--- config.mk ---
export PLATFORM = sky130hd
export DESIGN_NAME = pic_ctrl
export DESIGN_NICKNAME = d
export VERILOG_FILES = /design/src/core/pic_pkg.sv /design/src/core/pic_ctrl.sv
export SDC_FILE = /design/constraint.sdc
export NUM_CORES = 1
export LEC_CHECK = 0
export ABC_AREA = 0
export BUFFER_PORTS_ARGS = -buffer_cell sky130_fd_sc_hd__buf_4
export CAP_MARGIN = 20
export CORE_UTILIZATION = 35
export CTS_CLUSTER_DIAMETER = 40
export DETAILED_ROUTE_END_ITERATION = 8
export HOLD_SLACK_MARGIN = 0.06
export PLACE_DENSITY_LB_ADDON = 0.1
export SYNTH_ARGS = -nofsm -noshare
export SYNTH_HDL_FRONTEND = slang
export SYNTH_SLANG_ARGS = --single-unit
--- constraint.sdc ---
create_clock -name clk -period 2.85 [get_ports clk]
set_input_delay 0.285 -clock clk [delete_from_list [all_inputs] [get_ports clk]]
set_output_delay 0.285 -clock clk [all_outputs]
set_load 0.1 [all_outputs]
--- src/core/pic_pkg.sv ---
package pic_pkg;
	// ****************************************
	// Register map
	// ****************************************
	localparam logic [7:0] PIC_ADDR_GLOBAL_MASK = 8'h20;
	localparam logic [7:0] PIC_ADDR_EP_MASK = 8'h21;
	localparam logic [7:0] PIC_ADDR_STATUS = 8'hff;
	localparam logic [7:0] PIC_ADDR_PENDING_LO = 8'hfc;
	localparam logic [7:0] PIC_ADDR_PENDING_HI = 8'hfd;
	localparam logic [7:0] PIC_GLOBAL_WMASK = 8'h7f;
	localparam logic [7:0] PIC_EP_WMASK = 8'h1f;
	localparam logic [7:0] PIC_MASK_RESET = 8'h00;
	localparam logic [7:0] PIC_STATUS_POR = 8'h11;
	// ****************************************
	// Status bit positions
	// ****************************************
	localparam int PIC_ST_RUN = 0;
	localparam int PIC_ST_RSVD = 1;
	localparam int PIC_ST_IE = 2;
	localparam int PIC_ST_SUSP = 3;
	localparam int PIC_ST_POR = 4;
	localparam int PIC_ST_BUSRST = 5;
	localparam int PIC_ST_WDR = 6;
	localparam int PIC_ST_PEND = 7;
	// ****************************************
	// Sources, vectors, timing
	// ****************************************
	localparam int PIC_NSRC = 12;
	localparam logic [13:0] PIC_VEC_BASE = 14'h0002;
	localparam logic [13:0] PIC_RESET_VEC = 14'h0000;
	localparam int PIC_CALL_CYCLES = 10;
	localparam int PIC_JMP_CYCLES = 5;
	localparam int PIC_CLK_KHZ = 50000;
	localparam int PIC_TICK_SHORT_US = 128;
	localparam int PIC_TICK_LONG_US = 1024;
	localparam int PIC_WATCH_MS = 8;
	localparam int PIC_TICK_SHORT_CYC = PIC_TICK_SHORT_US * PIC_CLK_KHZ / 1000;
	localparam int PIC_TICK_LONG_DIV = PIC_TICK_LONG_US / PIC_TICK_SHORT_US;
	localparam int PIC_WATCH_CYC = PIC_WATCH_MS * PIC_CLK_KHZ;
	// Source index order equals vector order (index 0 = vector 1)
	localparam int PIC_SRC_BUSRST = 0;
	localparam int PIC_SRC_SHORT = 1;
	localparam int PIC_SRC_LONG = 2;
	localparam int PIC_SRC_EP0 = 3;
	localparam int PIC_SRC_HUB = 8;
	typedef enum logic [1:0] {PIC_IDLE, PIC_CALL, PIC_JUMP} pic_phase_t;
	typedef struct packed {
		logic [7:0] addr;
		logic [7:0] wdata;
		logic wr;
		logic rd;
	} pic_bus_req_t;
	typedef struct packed {
		logic disable_interrupts_op;
		logic enable_interrupts_op;
		logic return_from_interrupt_op;
		logic instr_done;
		logic carry_flag;
		logic zero_flag;
		logic [13:0] pc;
	} pic_core_t;
	typedef struct packed {
		logic call;
		logic [13:0] vector;
		logic [15:0] push_word;
		logic restore;
		logic busy;
	} pic_call_t;
	typedef struct packed {
		logic [7:0] gmask;
		logic [7:0] emask;
		logic [7:0] status;
		logic [11:0] pending;
		logic gie;
		logic [7:0] rdata;
		pic_phase_t phase;
		logic [3:0] cnt;
		logic [3:0] src;
		pic_call_t call;
		logic [15:0] tdiv;
		logic [2:0] tlong;
		logic [24:0] wdog;
		logic se0_q;
		logic boot;
	} pic_state_t;
endpackage

--- src/core/pic_ctrl.sv ---
`timescale 1ns/1ps
`default_nettype none
module pic_ctrl (
	input wire logic clk,
	input wire logic rst_n,
	input wire logic por_n,
	input wire logic watchdog_clear,
	input wire logic se0,
	input wire logic [4:0] endpoint_evt,
	input wire logic hub_evt,
	input wire logic dac_evt,
	input wire logic handshaked_parallel_port_evt,
	input wire logic i2c_evt,
	input wire pic_pkg::pic_bus_req_t bus,
	input wire pic_pkg::pic_core_t core,
	output logic [7:0] rdata,
	output pic_pkg::pic_call_t call_out,
	output logic watchdog_reset_flag,
	output logic start_vector_load
);
	import pic_pkg::*;
	pic_state_t s_r;
	pic_state_t s_nxt;
	logic [11:0] evt;
	logic [11:0] enab;
	logic [11:0] req;
	logic [3:0] win;
	logic found;
	logic tick_short;
	logic wdog_exp;
	logic st_write;
	always_comb begin
		enab = {s_r.gmask[6:3], s_r.emask[4:0], s_r.gmask[2:0]};
		req = s_r.pending & enab;
		win = 4'h0;
		found = 1'b0;
		for (int i = PIC_NSRC - 1; i >= 0; i--) begin
			if (req[i]) begin
				win = 4'(i);
				found = 1'b1;
			end
		end
		tick_short = (s_r.tdiv == 16'(PIC_TICK_SHORT_CYC - 1));
		wdog_exp = (s_r.wdog == 25'(PIC_WATCH_CYC - 1));
		st_write = bus.wr && bus.addr == PIC_ADDR_STATUS;
	end
	always_comb begin
		s_nxt = s_r;
		s_nxt.call.call = 1'b0;
		s_nxt.call.restore = 1'b0;
		s_nxt.rdata = 8'h00;
		// ****************************************
		// Event sources
		// ****************************************
		s_nxt.se0_q = se0;
		evt = 12'h000;
		evt[PIC_SRC_BUSRST] = s_r.se0_q && !se0;
		s_nxt.tdiv = tick_short ? 16'h0000 : s_r.tdiv + 16'h0001;
		evt[PIC_SRC_SHORT] = tick_short;
		if (tick_short) begin
			s_nxt.tlong = s_r.tlong + 3'h1;
		end
		evt[PIC_SRC_LONG] = tick_short &&
			s_r.tlong == 3'(PIC_TICK_LONG_DIV - 1);
		evt[PIC_SRC_EP0 +: 5] = endpoint_evt;
		evt[PIC_SRC_HUB] = hub_evt;
		evt[PIC_SRC_HUB + 1] = dac_evt;
		evt[PIC_SRC_HUB + 2] = handshaked_parallel_port_evt;
		evt[PIC_SRC_HUB + 3] = i2c_evt;
		// ****************************************
		// Register writes
		// ****************************************
		if (bus.wr && bus.addr == PIC_ADDR_GLOBAL_MASK) begin
			s_nxt.gmask = bus.wdata & PIC_GLOBAL_WMASK;
		end
		if (bus.wr && bus.addr == PIC_ADDR_EP_MASK) begin
			s_nxt.emask = bus.wdata & PIC_EP_WMASK;
		end
		if (st_write) begin
			s_nxt.status[PIC_ST_RUN] = bus.wdata[PIC_ST_RUN];
			s_nxt.status[PIC_ST_RSVD] = bus.wdata[PIC_ST_RSVD];
			s_nxt.status[PIC_ST_SUSP] = bus.wdata[PIC_ST_SUSP];
			s_nxt.status[PIC_ST_POR] = bus.wdata[PIC_ST_POR];
			s_nxt.status[PIC_ST_BUSRST] = bus.wdata[PIC_ST_BUSRST];
			s_nxt.status[PIC_ST_WDR] = bus.wdata[PIC_ST_WDR];
		end
		if (evt[PIC_SRC_BUSRST]) begin
			s_nxt.status[PIC_ST_BUSRST] = 1'b1;
			s_nxt.boot = 1'b0;
		end
		// ****************************************
		// Global enable ops
		// ****************************************
		if (core.disable_interrupts_op) begin
			s_nxt.gie = 1'b0;
		end else if (core.enable_interrupts_op ||
			core.return_from_interrupt_op) begin
			s_nxt.gie = 1'b1;
		end
		if (core.return_from_interrupt_op) begin
			s_nxt.call.restore = 1'b1;
		end
		// ****************************************
		// Interrupt entry sequence
		// ****************************************
		case (s_r.phase)
		PIC_IDLE: begin
			if (found && s_r.gie && core.instr_done) begin
				s_nxt.gie = 1'b0;
				s_nxt.src = win;
				s_nxt.phase = PIC_CALL;
				s_nxt.cnt = 4'(PIC_CALL_CYCLES - 1);
				s_nxt.call.busy = 1'b1;
				s_nxt.call.call = 1'b1;
				s_nxt.call.vector = PIC_VEC_BASE +
					{9'h000, win, 1'b0};
				s_nxt.call.push_word = {core.carry_flag, core.zero_flag,
					core.pc};
			end
		end
		PIC_CALL: begin
			s_nxt.cnt = s_r.cnt - 4'h1;
			if (s_r.cnt == 4'h0) begin
				s_nxt.phase = PIC_JUMP;
				s_nxt.cnt = 4'(PIC_JMP_CYCLES - 1);
			end
		end
		PIC_JUMP: begin
			s_nxt.cnt = s_r.cnt - 4'h1;
			if (s_r.cnt == 4'h0) begin
				s_nxt.phase = PIC_IDLE;
				s_nxt.call.busy = 1'b0;
			end
		end
		default: begin
			s_nxt.phase = PIC_IDLE;
		end
		endcase
		// Set wins over take
		for (int i = 0; i < PIC_NSRC; i++) begin
			if (s_r.phase == PIC_IDLE && s_nxt.phase == PIC_CALL &&
				win == 4'(i)) begin
				s_nxt.pending[i] = 1'b0;
			end
			if (evt[i]) begin
				s_nxt.pending[i] = 1'b1;
			end
		end
		s_nxt.status[PIC_ST_PEND] = |(s_nxt.pending & enab);
		s_nxt.status[PIC_ST_IE] = s_nxt.gie;
		// ****************************************
		// Watchdog
		// ****************************************
		s_nxt.wdog = (watchdog_clear || wdog_exp) ? 25'h0 :
			s_r.wdog + 25'h1;
		// ****************************************
		// Read data
		// ****************************************
		if (bus.rd) begin
			case (bus.addr)
			PIC_ADDR_GLOBAL_MASK: s_nxt.rdata = s_r.gmask;
			PIC_ADDR_EP_MASK: s_nxt.rdata = s_r.emask;
			PIC_ADDR_STATUS: s_nxt.rdata = s_r.status;
			PIC_ADDR_PENDING_LO: s_nxt.rdata = s_r.pending[7:0];
			PIC_ADDR_PENDING_HI: s_nxt.rdata = {4'h0, s_r.pending[11:8]};
			default: s_nxt.rdata = 8'h00;
			endcase
		end
		// ****************************************
		// Watchdog reset: POR and bus reset flags kept, WDR set, masks, pending, enable and entry state cleared
		// ****************************************
		if (wdog_exp) begin
			s_nxt.status = PIC_STATUS_POR;
			s_nxt.status[PIC_ST_WDR] = 1'b1;
			s_nxt.status[PIC_ST_POR] = s_r.status[PIC_ST_POR];
			s_nxt.status[PIC_ST_BUSRST] = s_r.status[PIC_ST_BUSRST];
			s_nxt.gmask = PIC_MASK_RESET;
			s_nxt.emask = PIC_MASK_RESET;
			s_nxt.pending = 12'h000;
			s_nxt.gie = 1'b0;
			s_nxt.phase = PIC_IDLE;
			s_nxt.call = '0;
			s_nxt.call.vector = PIC_RESET_VEC;
		end
	end
	always_ff @(posedge clk) begin
		if (!por_n) begin
			s_r <= '0;
			s_r.status <= PIC_STATUS_POR;
			s_r.boot <= 1'b1;
		end else if (!rst_n) begin
			s_r <= '0;
			s_r.status <= PIC_STATUS_POR;
			s_r.status[PIC_ST_POR] <= s_r.status[PIC_ST_POR];
			s_r.status[PIC_ST_WDR] <= s_r.status[PIC_ST_WDR];
			s_r.status[PIC_ST_BUSRST] <= s_r.status[PIC_ST_BUSRST];
			s_r.boot <= s_r.boot;
		end else begin
			s_r <= s_nxt;
		end
	end
	always_ff @(posedge clk) begin
		if (!por_n || !rst_n) begin
			start_vector_load <= 1'b1;
		end else begin
			start_vector_load <= wdog_exp;
		end
	end
	assign rdata = s_r.rdata;
	assign call_out = s_r.call;
	assign watchdog_reset_flag = s_r.status[PIC_ST_WDR];
	// ****************************************
	// Assertions
	// ****************************************
	property p_take_clears;
		@(posedge clk) disable iff (!rst_n || !por_n)
		(s_r.phase == PIC_IDLE && found && s_r.gie && core.instr_done &&
			!wdog_exp && !evt[win]) |=> !s_r.gie && !s_r.pending[s_r.src];
	endproperty
	a_take_clears: assert property (p_take_clears)
		else $error("take did not clear enable and pending");
	property p_no_take_mid;
		@(posedge clk) disable iff (!rst_n || !por_n)
		(s_r.phase == PIC_IDLE && !core.instr_done) |=> !s_r.call.call;
	endproperty
	a_no_take_mid: assert property (p_no_take_mid)
		else $error("call issued mid instruction");
	property p_vector;
		@(posedge clk) disable iff (!rst_n || !por_n)
		s_r.call.call |-> s_r.call.vector == 14'(2 + 2 * s_r.src);
	endproperty
	a_vector: assert property (p_vector)
		else $error("wrong vector address");
	property p_latency;
		@(posedge clk) disable iff (!rst_n || !por_n || wdog_exp)
		$rose(s_r.call.busy) |-> s_r.call.busy [*8] ##7 s_r.call.busy
			##1 !s_r.call.busy;
	endproperty
	a_latency: assert property (p_latency)
		else $error("entry length not fifteen");
	property p_sense;
		@(posedge clk) disable iff (!rst_n || !por_n)
		s_r.status[PIC_ST_IE] == s_r.gie;
	endproperty
	a_sense: assert property (p_sense)
		else $error("status bit 2 mismatch");
	property p_rsvd;
		@(posedge clk) disable iff (!rst_n || !por_n)
		s_r.gmask[7] == 1'b0 && s_r.emask[7:5] == 3'h0;
	endproperty
	a_rsvd: assert property (p_rsvd)
		else $error("reserved enable bit set");
	property p_return_from_interrupt_op;
		@(posedge clk) disable iff (!rst_n || !por_n)
		(core.return_from_interrupt_op && !core.disable_interrupts_op &&
			!wdog_exp) |=> s_r.gie && s_r.call.restore;
	endproperty
	a_return_from_interrupt_op: assert property (p_return_from_interrupt_op)
		else $error("return did not re-enable");
	property p_busrst;
		@(posedge clk) disable iff (!rst_n || !por_n)
		($past(s_r.se0_q) && !$past(se0) && !$past(wdog_exp)) |->
			s_r.pending[PIC_SRC_BUSRST] || s_r.call.busy;
	endproperty
	a_busrst: assert property (p_busrst)
		else $error("bus reset end not flagged");
	property p_wdr;
		@(posedge clk) disable iff (!rst_n || !por_n)
		wdog_exp |=> s_r.status[PIC_ST_WDR] && s_r.gmask == 8'h00 &&
			!s_r.status[PIC_ST_PEND];
	endproperty
	a_wdr: assert property (p_wdr)
		else $error("watchdog reset status wrong");
	c_take: cover property (@(posedge clk) s_r.call.call);
	c_nest: cover property (@(posedge clk)
		s_r.call.busy && core.enable_interrupts_op);
	c_wdog: cover property (@(posedge clk) wdog_exp);
	c_long: cover property (@(posedge clk) evt[PIC_SRC_LONG]);
endmodule
`default_nettype wire

==> results of run 1 <==
[what timing repair did]
action / 4_1_cts / 5_1_grt
hold buffers: 1 / 0
gates resized for setup: 0 / 2
endpoints found under the hold margin: 1 / 0
endpoints found under the setup margin: 0 / 1
[cell usage in the layout, fill, tap and decap left out, drive strengths merged, types with 8 or more instances in the layout]
cell	synthesis	routed
conb	1	9
inv	22	22
ha	14	14
xnor2	15	15
a21oi	48	48
buf	54	95
nor2	101	101
mux2i	8	8
a22oi	12	12
xor2	25	25
clkbuf	9	25
nand3	29	29
nand2	91	91
dfxtp	116	116
nand4	13	13
o21ai	21	21
[cells in the mapped netlist, drive strengths merged (6+ instances only)]
| master | count | share of area, % |
|---|---|---|
| nand2 | 91 | 6.1 |
| a22oi | 12 | 1.6 |
| dfxtp | 116 | 41 |
| inv | 22 | 1.5 |
| a41oi | 7 | 1.2 |
| nor3 | 6 | 0.53 |
| mux2 | 7 | 1.4 |
| o21ai | 21 | 1.9 |
| nor2 | 101 | 6.7 |
| mux2i | 8 | 1.4 |
| xnor2 | 15 | 2.3 |
| clkbuf | 9 | 0.60 |
| and2 | 6 | 0.67 |
| buf | 54 | 6.6 |
| nand4 | 13 | 1.4 |
| nor4 | 7 | 1.0 |
| a21oi | 48 | 4.3 |
| and3 | 6 | 0.67 |
| xor2 | 25 | 3.9 |
| nand3 | 29 | 2.6 |
| ha | 14 | 3.1 |
[sequential cells by signal, indices dropped and copies added, names as in the netlist]
| register | count |
|---|---|
| enab | 12 |
| s_r | 70 |
| call_out | 24 |
| rdata | 8 |
| watchdog_reset_flag | 1 |
| start_vector_load | 1 |
[through the flow]
| step | worst slack, ps | util, % | cells | area (µm²) |
|---|---|---|---|---|
| 2_1_floorplan | 419.4 | - | 687 | 5665 |
| 3_3_place_gp | 247.6 | 39.48 | 935 | 6248 |
| 3_5_place_dp | 185.4 | 39.48 | 935 | 6248 |
| 4_1_cts | 159.1 | 42.99 | 966 | 6804 |
| 5_1_grt | 44.10 | 43.00 | 966 | 6807 |
| 6_report | 175.1 | 43.00 | 966 | 6807 |
[cells by family (layout without fill, tap and decap cells)]
logic type | Yosys count | in the layout | synth area share [%]
other | 1 | 9 | 0.06654
buffers and inverters | 85 | 148 | 8.659
flip-flops | 116 | 116 | 41.21
multiplexers | 15 | 15 | 2.820
XOR/XNOR | 40 | 40 | 6.217
adder cells (fa/ha/maj) | 14 | 14 | 3.108
AND/OR/NAND/NOR | 284 | 284 | 23.47
AO/OA/AOI/OAI | 124 | 124 | 14.45
[worst max-delay path, cell delays in order, from the launching register on]
cell     delay [ps]
dfxtp_1         430
a32o_1          200
a22o_1          120
a22o_1          140
a31oi_1         110
a21oi_1         390
ha_1            400
a41oi_1         150
nor4_1          250
and4_1          240
a41oi_2         110
[report_power, final]
part | switching [mW] | internal, mW | leakage, nW | total (mW)
Clock | 0.692 | 1.27 | 0.273 | 1.96
Sequential | 0.0143 | 1.64 | 0.938 | 1.65
Combinational | 0.129 | 0.0650 | 1.38 | 0.194
Total | 0.834 | 2.97 | 2.59 | 3.81
[worst max-delay path by stage]
stage	startpoint	to	slack, ps	cells after the start
after floorplan	s_r[108]	s_r[117]	420	12
after global placement	enab[10]	s_r[117]	250	12
after detailed placement	enab[10]	s_r[117]	190	12
after CTS	enab[10]	s_r[117]	160	12
after global routing	s_r[109]	s_r[117]	40	10
final	s_r[109]	s_r[117]	180	10
[metal layers]
metal / up-vias / wire [µm]
li1: 2428 / -
met1: 2268 / 6132
met2: 113 / 6557
met3: 20 / 578
met4: 0 / 278
met5: - / 0
[layout make-up]
class                   count  area, µm²
flip-flops and latches    116       2325
inverters                  22      82.58
fillers                  1582       9021
clock buffers              25      495.5
multi-input cells         486       2860
clock inverters             5      50.05
repair buffers             96      723.2
well taps                 216      270.3
==> run metrics, run 1 <==
DRT Pass-1 Iters=6; WP data arrival=2960 ps; crit path time final=2675 ps; final hold violation count=0; Worst-path clk slew=50 ps; Starting Density=35.60%; die height=128.9 µm; HP Class=in2reg; total power=3.808 mW; Crit path required time=3130 ps; first-pass GRT wire length=22340 µm; vias in the first global route=4592; count of flip-flops with a built-in enable after synthesis=0; DR WL/cell=14.02 µm; H-tree levels=4; met2 Use GR=29.28%; drt via density=4.999; global route hottest layer=met2; Worst R2R Start=s_r[109]; post-CTS setup buffer count=0; crit path max fanout=7; fraction of registers with async set/reset=0%; antenna viol nets, final=0; Cell Pwr Density=559.4 nW/µm²; Sink Count=116; GP Congestion=0.8550; WL final=13550 µm; antenna violations before repair=0; top_reg_cell synth=dfxtp_1; CP Launch Type=register; crit share post-route=93.86%; largest net degree at the start of global routing=30; HP Start=por_n; CORE AREA=15830 µm²; Distinct cells, synth=58; die area=16610 µm²; max-slew violations=0; Layout area overhead=20.78%; Slew HR=42.90%; share of cells above drive strength 1=18.67%; WHS=98.51 ps; Leak Pwr=2.587 nW; Port Buffer Count=84; Root Driver=clkbuf_16; I/O pin count=95; Die X=128.9 µm; met1 usage=21.15%; NumNets Final=805; GR Layer Usage met3=3.784%; post-synthesis sequential area ratio=41.21%; Reg2Reg Setup Slack=180 ps; Clk Latency, worst-skew pair=410 ps; Rows=46; reg2reg end=s_r[117]; mapped cell area=5635 µm²; CTS max path bufs=2; syn avg cell area=8.300 µm²; drt initial violations=216; synth warn=0; Final setup viols=0; diode count=0; peak supply drop=416.0 µV; Worst Reg-to-Reg Cells=10; unrepaired setup endpoints after global routing=false; critical path class=reg2reg; Max Cap Viol=0; FF+latch count, synth=116; Tot GR Track Use=17.37%; Worst Tran Pin Value=853.4 ps; Via Count=4829; total CTS buffers=17; Mapped Cells=679; drt drc=0; outcome=complete, no violations; Setup TNS Final=0 ps; total congestion overflow=0; WHS Path Cells=2; HPWL Detailed=9995 µm; Worst Hold Endpoint=s_r[114]; endpoint class of the critical path=register; CTS tree=yes; Clock Skews=8.685 ps; Fmax=373.8 MHz
Note: power is estimated with default switching activity, not from simulation.
==> run 2, diff against run 1 <==
--- a/config.mk
+++ b/config.mk
@@ -11,8 +11,8 @@
 export CORE_UTILIZATION = 35
 export CTS_CLUSTER_DIAMETER = 40
 export DETAILED_ROUTE_END_ITERATION = 8
-export HOLD_SLACK_MARGIN = 0.06
-export PLACE_DENSITY_LB_ADDON = 0.1
+export HOLD_SLACK_MARGIN = 0.1
+export MAX_ROUTING_LAYER = met4
 export SYNTH_ARGS = -nofsm -noshare
 export SYNTH_HDL_FRONTEND = slang
 export SYNTH_SLANG_ARGS = --single-unit
==> run 2 against run 1 <==
Against the previous run: power grew 6.8%; via count is 0.70% higher; hold slack better by 9.3 ps; routed wire length shrank 2.3%; clock power increased by 13%; register-to-register slack gained 20 ps; sequential share of layout area shrank 1.3 points; die area unchanged; maximum frequency increased by 0.67%; global-route usage fell by 0.42 points; critical endpoint unchanged; largest power group unchanged; highest routed layer unchanged.
==> run metrics, run 2 (synthesis gave the netlist of run 1 again) <==
outcome=complete, no violations (unchanged); WL final=13230 µm (was 13550 µm); Cell Pwr Density=575.4 nW/µm² (was 559.4 nW/µm²); worst setup margin=192.9 ps (was 175.1 ps); drt via density=4.937 (was 4.999); Largest Register=s_r (unchanged); CORE AREA=15830 µm² (unchanged); drt initial violations=360 (was 216); final hold violation count=0 (unchanged); Fmax=376.3 MHz (was 373.8 MHz); worst setup path endpoint=s_r[117] (unchanged); largest net degree at the start of global routing=58 (was 30); die area=16610 µm² (unchanged); Max Cap Viol=0 (unchanged); Crit path required time=3150 ps (was 3130 ps); reg2reg end=s_r[117] (unchanged); multi-input logic area=2875 µm² (was 2860 µm²); peak supply drop=314.6 µV (was 416.0 µV); H-tree levels=4 (unchanged); crit share post-route=93.23% (was 93.86%); Setup crit start=enab[10] (was s_r[109]); max-slew violations=0 (unchanged); share of cells above drive strength 1=20.03% (was 18.67%); Root Driver=clkbuf_16 (unchanged); filler instances=1568 (was 1582); Setup TNS Final=0 ps (unchanged); Layout area overhead=25.42% (was 20.78%); post-CTS setup buffer count=0 (unchanged); Sink Count=116 (unchanged); drt drc=0 (unchanged); critical path class=reg2reg (unchanged); crit path max fanout=5 (was 7); DP Area=6299 µm² (was 6248 µm²); Worst Reg-to-Reg Cells=12 (was 10); DRT Pass-1 Iters=5 (was 6); NumNets Final=822 (was 805); CTS tree=yes (unchanged); CTS max path bufs=2 (unchanged); Reg2Reg Setup Slack=190 ps (was 180 ps); Worst-path clk slew=50 ps (about the same); HP Start=i2c_evt (was por_n); antenna viol nets, final=0 (unchanged); final instance area=7068 µm² (was 6807 µm²); HP Class=in2reg (unchanged); unrepaired setup endpoints after global routing=false (unchanged); most frequent cells in the layout=dfxtp_1 (114), nor2_1 (101), buf_4 (99) (was dfxtp_1 (114), nor2_1 (101), buf_4 (95)); Worst Tran Pin Value=963.1 ps (was 853.4 ps); Clock Skews=8.834 ps (was 8.685 ps); Leak Pwr=2.704 nW (was 2.587 nW); Die X=128.9 µm (unchanged); HPWL Detailed=9378 µm (was 9995 µm); max reg flops=70 (unchanged); Clk Latency, worst-skew pair=420 ps (was 410 ps); vias in the first global route=4367 (was 4592); GP Congestion=0.9126 (was 0.8550); I/O pin count=95 (unchanged); Port Buffer Count=84 (unchanged); Rows=46 (unchanged); die height=128.9 µm (unchanged); CP Launch Type=register (unchanged); Tot GR Track Use=16.96% (was 17.37%); first-pass GRT wire length=21250 µm (was 22340 µm); crit path time final=2657 ps (was 2675 ps); total congestion overflow=0 (unchanged); diode count=0 (unchanged); Via Count=4863 (was 4829); DR WL/cell=13.44 µm (was 14.02 µm); endpoint class of the critical path=register (unchanged); Slew HR=35.56% (was 42.90%); antenna violations before repair=0 (unchanged); commonest non-fill, non-tap cell in the layout=dfxtp_1 (unchanged); WP data arrival=2950 ps (was 2960 ps); Final setup viols=0 (unchanged); total CTS buffers=17 (unchanged); Setup WS pre-CTS=140.9 ps (was 185.4 ps); Worst R2R Start=enab[10] (was s_r[109]); Register Area=2325 µm² (unchanged); Starting Density=35.60% (unchanged)
-- run 2: per-layer routing --
metal / global-route usage (%) / up-vias / share of wire, %
met1: 20.11 / 2285 / 46
met5: - / - / 0
met2: 27.03 / 97 / 48
li1: - / 2459 / -
met3: 5.031 / 22 / 4.2
met4: 6.367 / 0 / 1.8
-- run 2: critical path: stages (launching register included) --
cell and delay, ps:
dfxtp_2 360, nand2_1 90, a32o_1 270, a22o_1 190
a22o_1 220, a31oi_2 230, a21oi_2 90, inv_1 90
ha_2 210, a41oi_1 100, nor4_1 290, and4_1 280
a41oi_2 110
-- run 2: worst min-delay path by stage --
stage	to	slack (ps)	cells after the start
6_report	s_r[109]	110	3
4_1_cts	s_r[107]	100	3
5_1_grt	s_r[109]	100	3
3_3_place_gp	call_out[17]	440	2
3_5_place_dp	s_r[111]	450	2
2_1_floorplan	s_r[114]	350	1
-- run 2: what timing repair did --
item / CTS / global route
endpoints found under the setup margin: 0 / 1
resized for setup: 0 / 6
hold endpoints to repair: 12 / 0
hold buffers: 13 / 0
-- run 2: where the power goes --
| part | internal, mW | switching (mW) |
|---|---|---|
| logic | 0.0776 | 0.134 |
| registers | 1.64 | 0.0121 |
| clock network | 1.48 | 0.727 |
| total | 3.19 | 0.872 |
-- run 2: layout make-up --
| cell class | count | area share (%) |
|---|---|---|
| Inverter | 22 | 1.168 |
| Multi-Input combinational cell | 486 | 40.68 |
| Timing Repair Buffer | 113 | 12.64 |
| Tap cell | 216 | 3.824 |
| Clock buffer | 23 | 7.045 |
| Sequential cell | 116 | 32.89 |
| Clock inverter | 9 | 1.753 |
-- run 2: per-stage QoR --
stage	cells	utilization, %	total power, mW	hold WS [ps]
3_5_place_dp	940	39.79	1.878	448.1
2_1_floorplan	687	-	1.798	346.9
3_3_place_gp	940	39.79	1.879	443.0
5_1_grt	985	44.66	4.228	103.1
4_1_cts	985	44.55	4.114	100.8
6_report	985	44.66	4.067	107.8
==> run 3, diff against run 2 <==
--- a/config.mk
+++ b/config.mk
@@ -8,11 +8,14 @@
 export ABC_AREA = 0
 export BUFFER_PORTS_ARGS = -buffer_cell sky130_fd_sc_hd__buf_4
 export CAP_MARGIN = 20
-export CORE_UTILIZATION = 35
+export CELL_PAD_IN_SITES_DETAIL_PLACEMENT = 1
+export CELL_PAD_IN_SITES_GLOBAL_PLACEMENT = 2
+export CORE_UTILIZATION = 33
 export CTS_CLUSTER_DIAMETER = 40
 export DETAILED_ROUTE_END_ITERATION = 8
 export HOLD_SLACK_MARGIN = 0.1
 export MAX_ROUTING_LAYER = met4
+export PLACE_DENSITY_LB_ADDON = 0.1
 export SYNTH_ARGS = -nofsm -noshare
 export SYNTH_HDL_FRONTEND = slang
 export SYNTH_SLANG_ARGS = --single-unit
==> run 3 against run 2 <==
Against the previous run: maximum frequency fell by 1.1%; via count is 1.5% higher; global-route usage is 1.9 points higher; routed wire length rose by 15%; worst setup slack got worse by 30 ps; first-iteration DRC count fell by 56%; sequential cell count did not move.
==> run metrics, run 3 (synthesis gave the netlist of run 1 again) <==
Starting Density=33.86% (was 35.60%); vias in the first global route=4987 (was 4367); combinational group share of total power=5.0% (was 5.2%); H-tree levels=4 (unchanged); max reg flops=70 (unchanged); antenna violations before repair=0 (unchanged); Sink Count=116 (unchanged); register share of total power=39.7% (was 40.5%); CORE AREA=16640 µm² (was 15830 µm²); crit path max fanout=5 (unchanged); Tot GR Track Use=18.81% (was 16.96%); Rows=47 (was 46); max-slew violations=0 (unchanged); CP dominant cell by count=a22o_1 (unchanged); Clock Skews=7.247 ps (was 8.834 ps); HPWL Detailed=11200 µm (was 9378 µm); CTS tree=yes (unchanged); die area=17600 µm² (was 16610 µm²); Fmax=372.2 MHz (was 376.3 MHz); Setup TNS Final=0 ps (unchanged); Crit path required time=3140 ps (was 3150 ps); peak supply drop=433.8 µV (was 314.6 µV); final hold violation count=0 (unchanged); Final setup viols=0 (unchanged); Finished Layout Cells=985 (unchanged); Worst Tran Pin Value=738.1 ps (was 963.1 ps); endpoint class of the critical path=register (unchanged); most frequent cells in the layout=dfxtp_1 (115), nor2_1 (101), buf_4 (94) (was dfxtp_1 (114), nor2_1 (101), buf_4 (99)); placed cell count=939 (was 940); Port Buffer Count=84 (unchanged); WP data arrival=2980 ps (was 2950 ps); drt drc=0 (unchanged); met1 usage=22.51% (was 20.11%); Switching Power=0.9361 mW (was 0.8725 mW); total congestion overflow=0 (unchanged); antenna viol nets, final=0 (unchanged); Setup WS pre-CTS=111.6 ps (was 140.9 ps); Root Driver=clkbuf_16 (unchanged); commonest non-fill, non-tap cell in the layout=dfxtp_1 (unchanged); Cell Pwr Density=588.6 nW/µm² (was 575.4 nW/µm²); Slew HR=50.74% (was 35.56%); CTS max path bufs=2 (unchanged); critical path class=reg2reg (unchanged); unrepaired setup endpoints after global routing=false (unchanged); CP max stage cell=dfxtp_2 (unchanged); met2 Use GR=30.94% (was 27.03%); Leak Pwr=2.680 nW (was 2.704 nW); Max Cap Viol=0 (unchanged); CP cell instances=nand2_1, a32o_1, a22o_1, a22o_1, a31oi_2, a21oi_1, inv_1, ha_1, a41oi_1, nor4_1, and4_1, a41oi_2 (was nand2_1, a32o_1, a22o_1, a22o_1, a31oi_2, a21oi_2, inv_1, ha_2, a41oi_1, nor4_1, and4_1, a41oi_2); first-pass GRT wire length=25370 µm (was 21250 µm); Clk Latency, worst-skew pair=410 ps (was 420 ps); Via Count=4938 (was 4863); diode count=0 (unchanged); GP Congestion=0.8156 (was 0.9126); WL final=15270 µm (was 13230 µm); share of cells above drive strength 1=19.22% (was 20.03%); Worst-path clk slew=60 ps (was 50 ps); crit share post-route=94.27% (was 93.23%); outcome=complete, no violations (unchanged); total CTS buffers=17 (unchanged); NumNets Final=818 (was 822); sw frac=22.55% (was 21.45%); GR Layer Usage met3=3.946% (was 5.031%); CP Launch Type=register (unchanged); Largest Register=s_r (unchanged); HP Class=in2reg (unchanged); drt via density=5.013 (was 4.937); Layout area overhead=25.16% (was 25.42%); Die X=132.7 µm (was 128.9 µm); drt initial violations=157 (was 360); largest net degree at the start of global routing=58 (unchanged); DRT Pass-1 Iters=4 (was 5); Finished Core Util=42.38% (was 44.66%); DR WL/cell=15.50 µm (was 13.44 µm); max incr delay on CP=360 ps (about the same); die height=132.7 µm (was 128.9 µm); global route hottest layer=met2 (unchanged); crit path time final=2687 ps (was 2657 ps); I/O pin count=95 (unchanged); worst setup margin=163.3 ps (was 192.9 ps); Internal=3.215 mW (was 3.194 mW); clock power share=55.3% (was 54.3%)
run 3: path summary, 6_finish.rpt:
kind,start,to,slack (ps),cells after the start
max,s_r[108],s_r[117],160,12
min,endpoint_evt[3],s_r[104],110,3
max reg2reg,s_r[108],s_r[117],160,12
min reg2reg,s_r[110],rdata[0],460,2
run 3: cell type report:
type                            instances  area, µm²
Fill cell                            1973       9589
Multi-Input combinational cell        486       2873
Sequential cell                       116       2323
Timing Repair Buffer                  109      865.8
Clock buffer                           19      452.9
Tap cell                              220      275.3
Clock inverter                         13      180.2
Inverter                               22      82.58
run 3: worst max-delay path, delay by kind of cell, from the launching register on:
kind	cells	cell delay, ps
simple gates	3	650
compound gates	7	1230
fa+ha+maj	1	200
flops	1	360
buf+inv	1	110
run 3: routing by layer:
metal | vias up | share of wire [%]
li1 | 2450 | -
met1 | 2385 | 46
met2 | 84 | 49
met3 | 19 | 3.4
met4 | 0 | 1.8
met5 | - | 0
run 3: power groups by stage:
stage | Sequential [mW] | Clock [mW] | Combinational [mW]
floorplan | 1.68 | 0 | 0.115
global placement | 1.68 | 0 | 0.193
detailed placement | 1.68 | 0 | 0.194
CTS | 1.65 | 2.35 | 0.210
global route | 1.65 | 2.43 | 0.223
finish | 1.65 | 2.29 | 0.208
run 3: through the flow:
| stage | area (µm²) | total power [mW] | hold slack, ps |
|---|---|---|---|
| after floorplan | 5665 | 1.798 | 346.9 |
| after global placement | 6266 | 1.876 | 441.6 |
| after global routing | 7053 | 4.300 | 106.3 |
| after detailed placement | 6266 | 1.878 | 448.5 |
| final | 7053 | 4.151 | 106.6 |
| after CTS | 7039 | 4.206 | 100.0 |
run 3: timing repair:
item	in CTS	in global routing
setup endpoints to repair	0	2
hold buffers	14	0
endpoints found under the hold margin	13	0
resized for setup	0	3
setup buffers	0	0
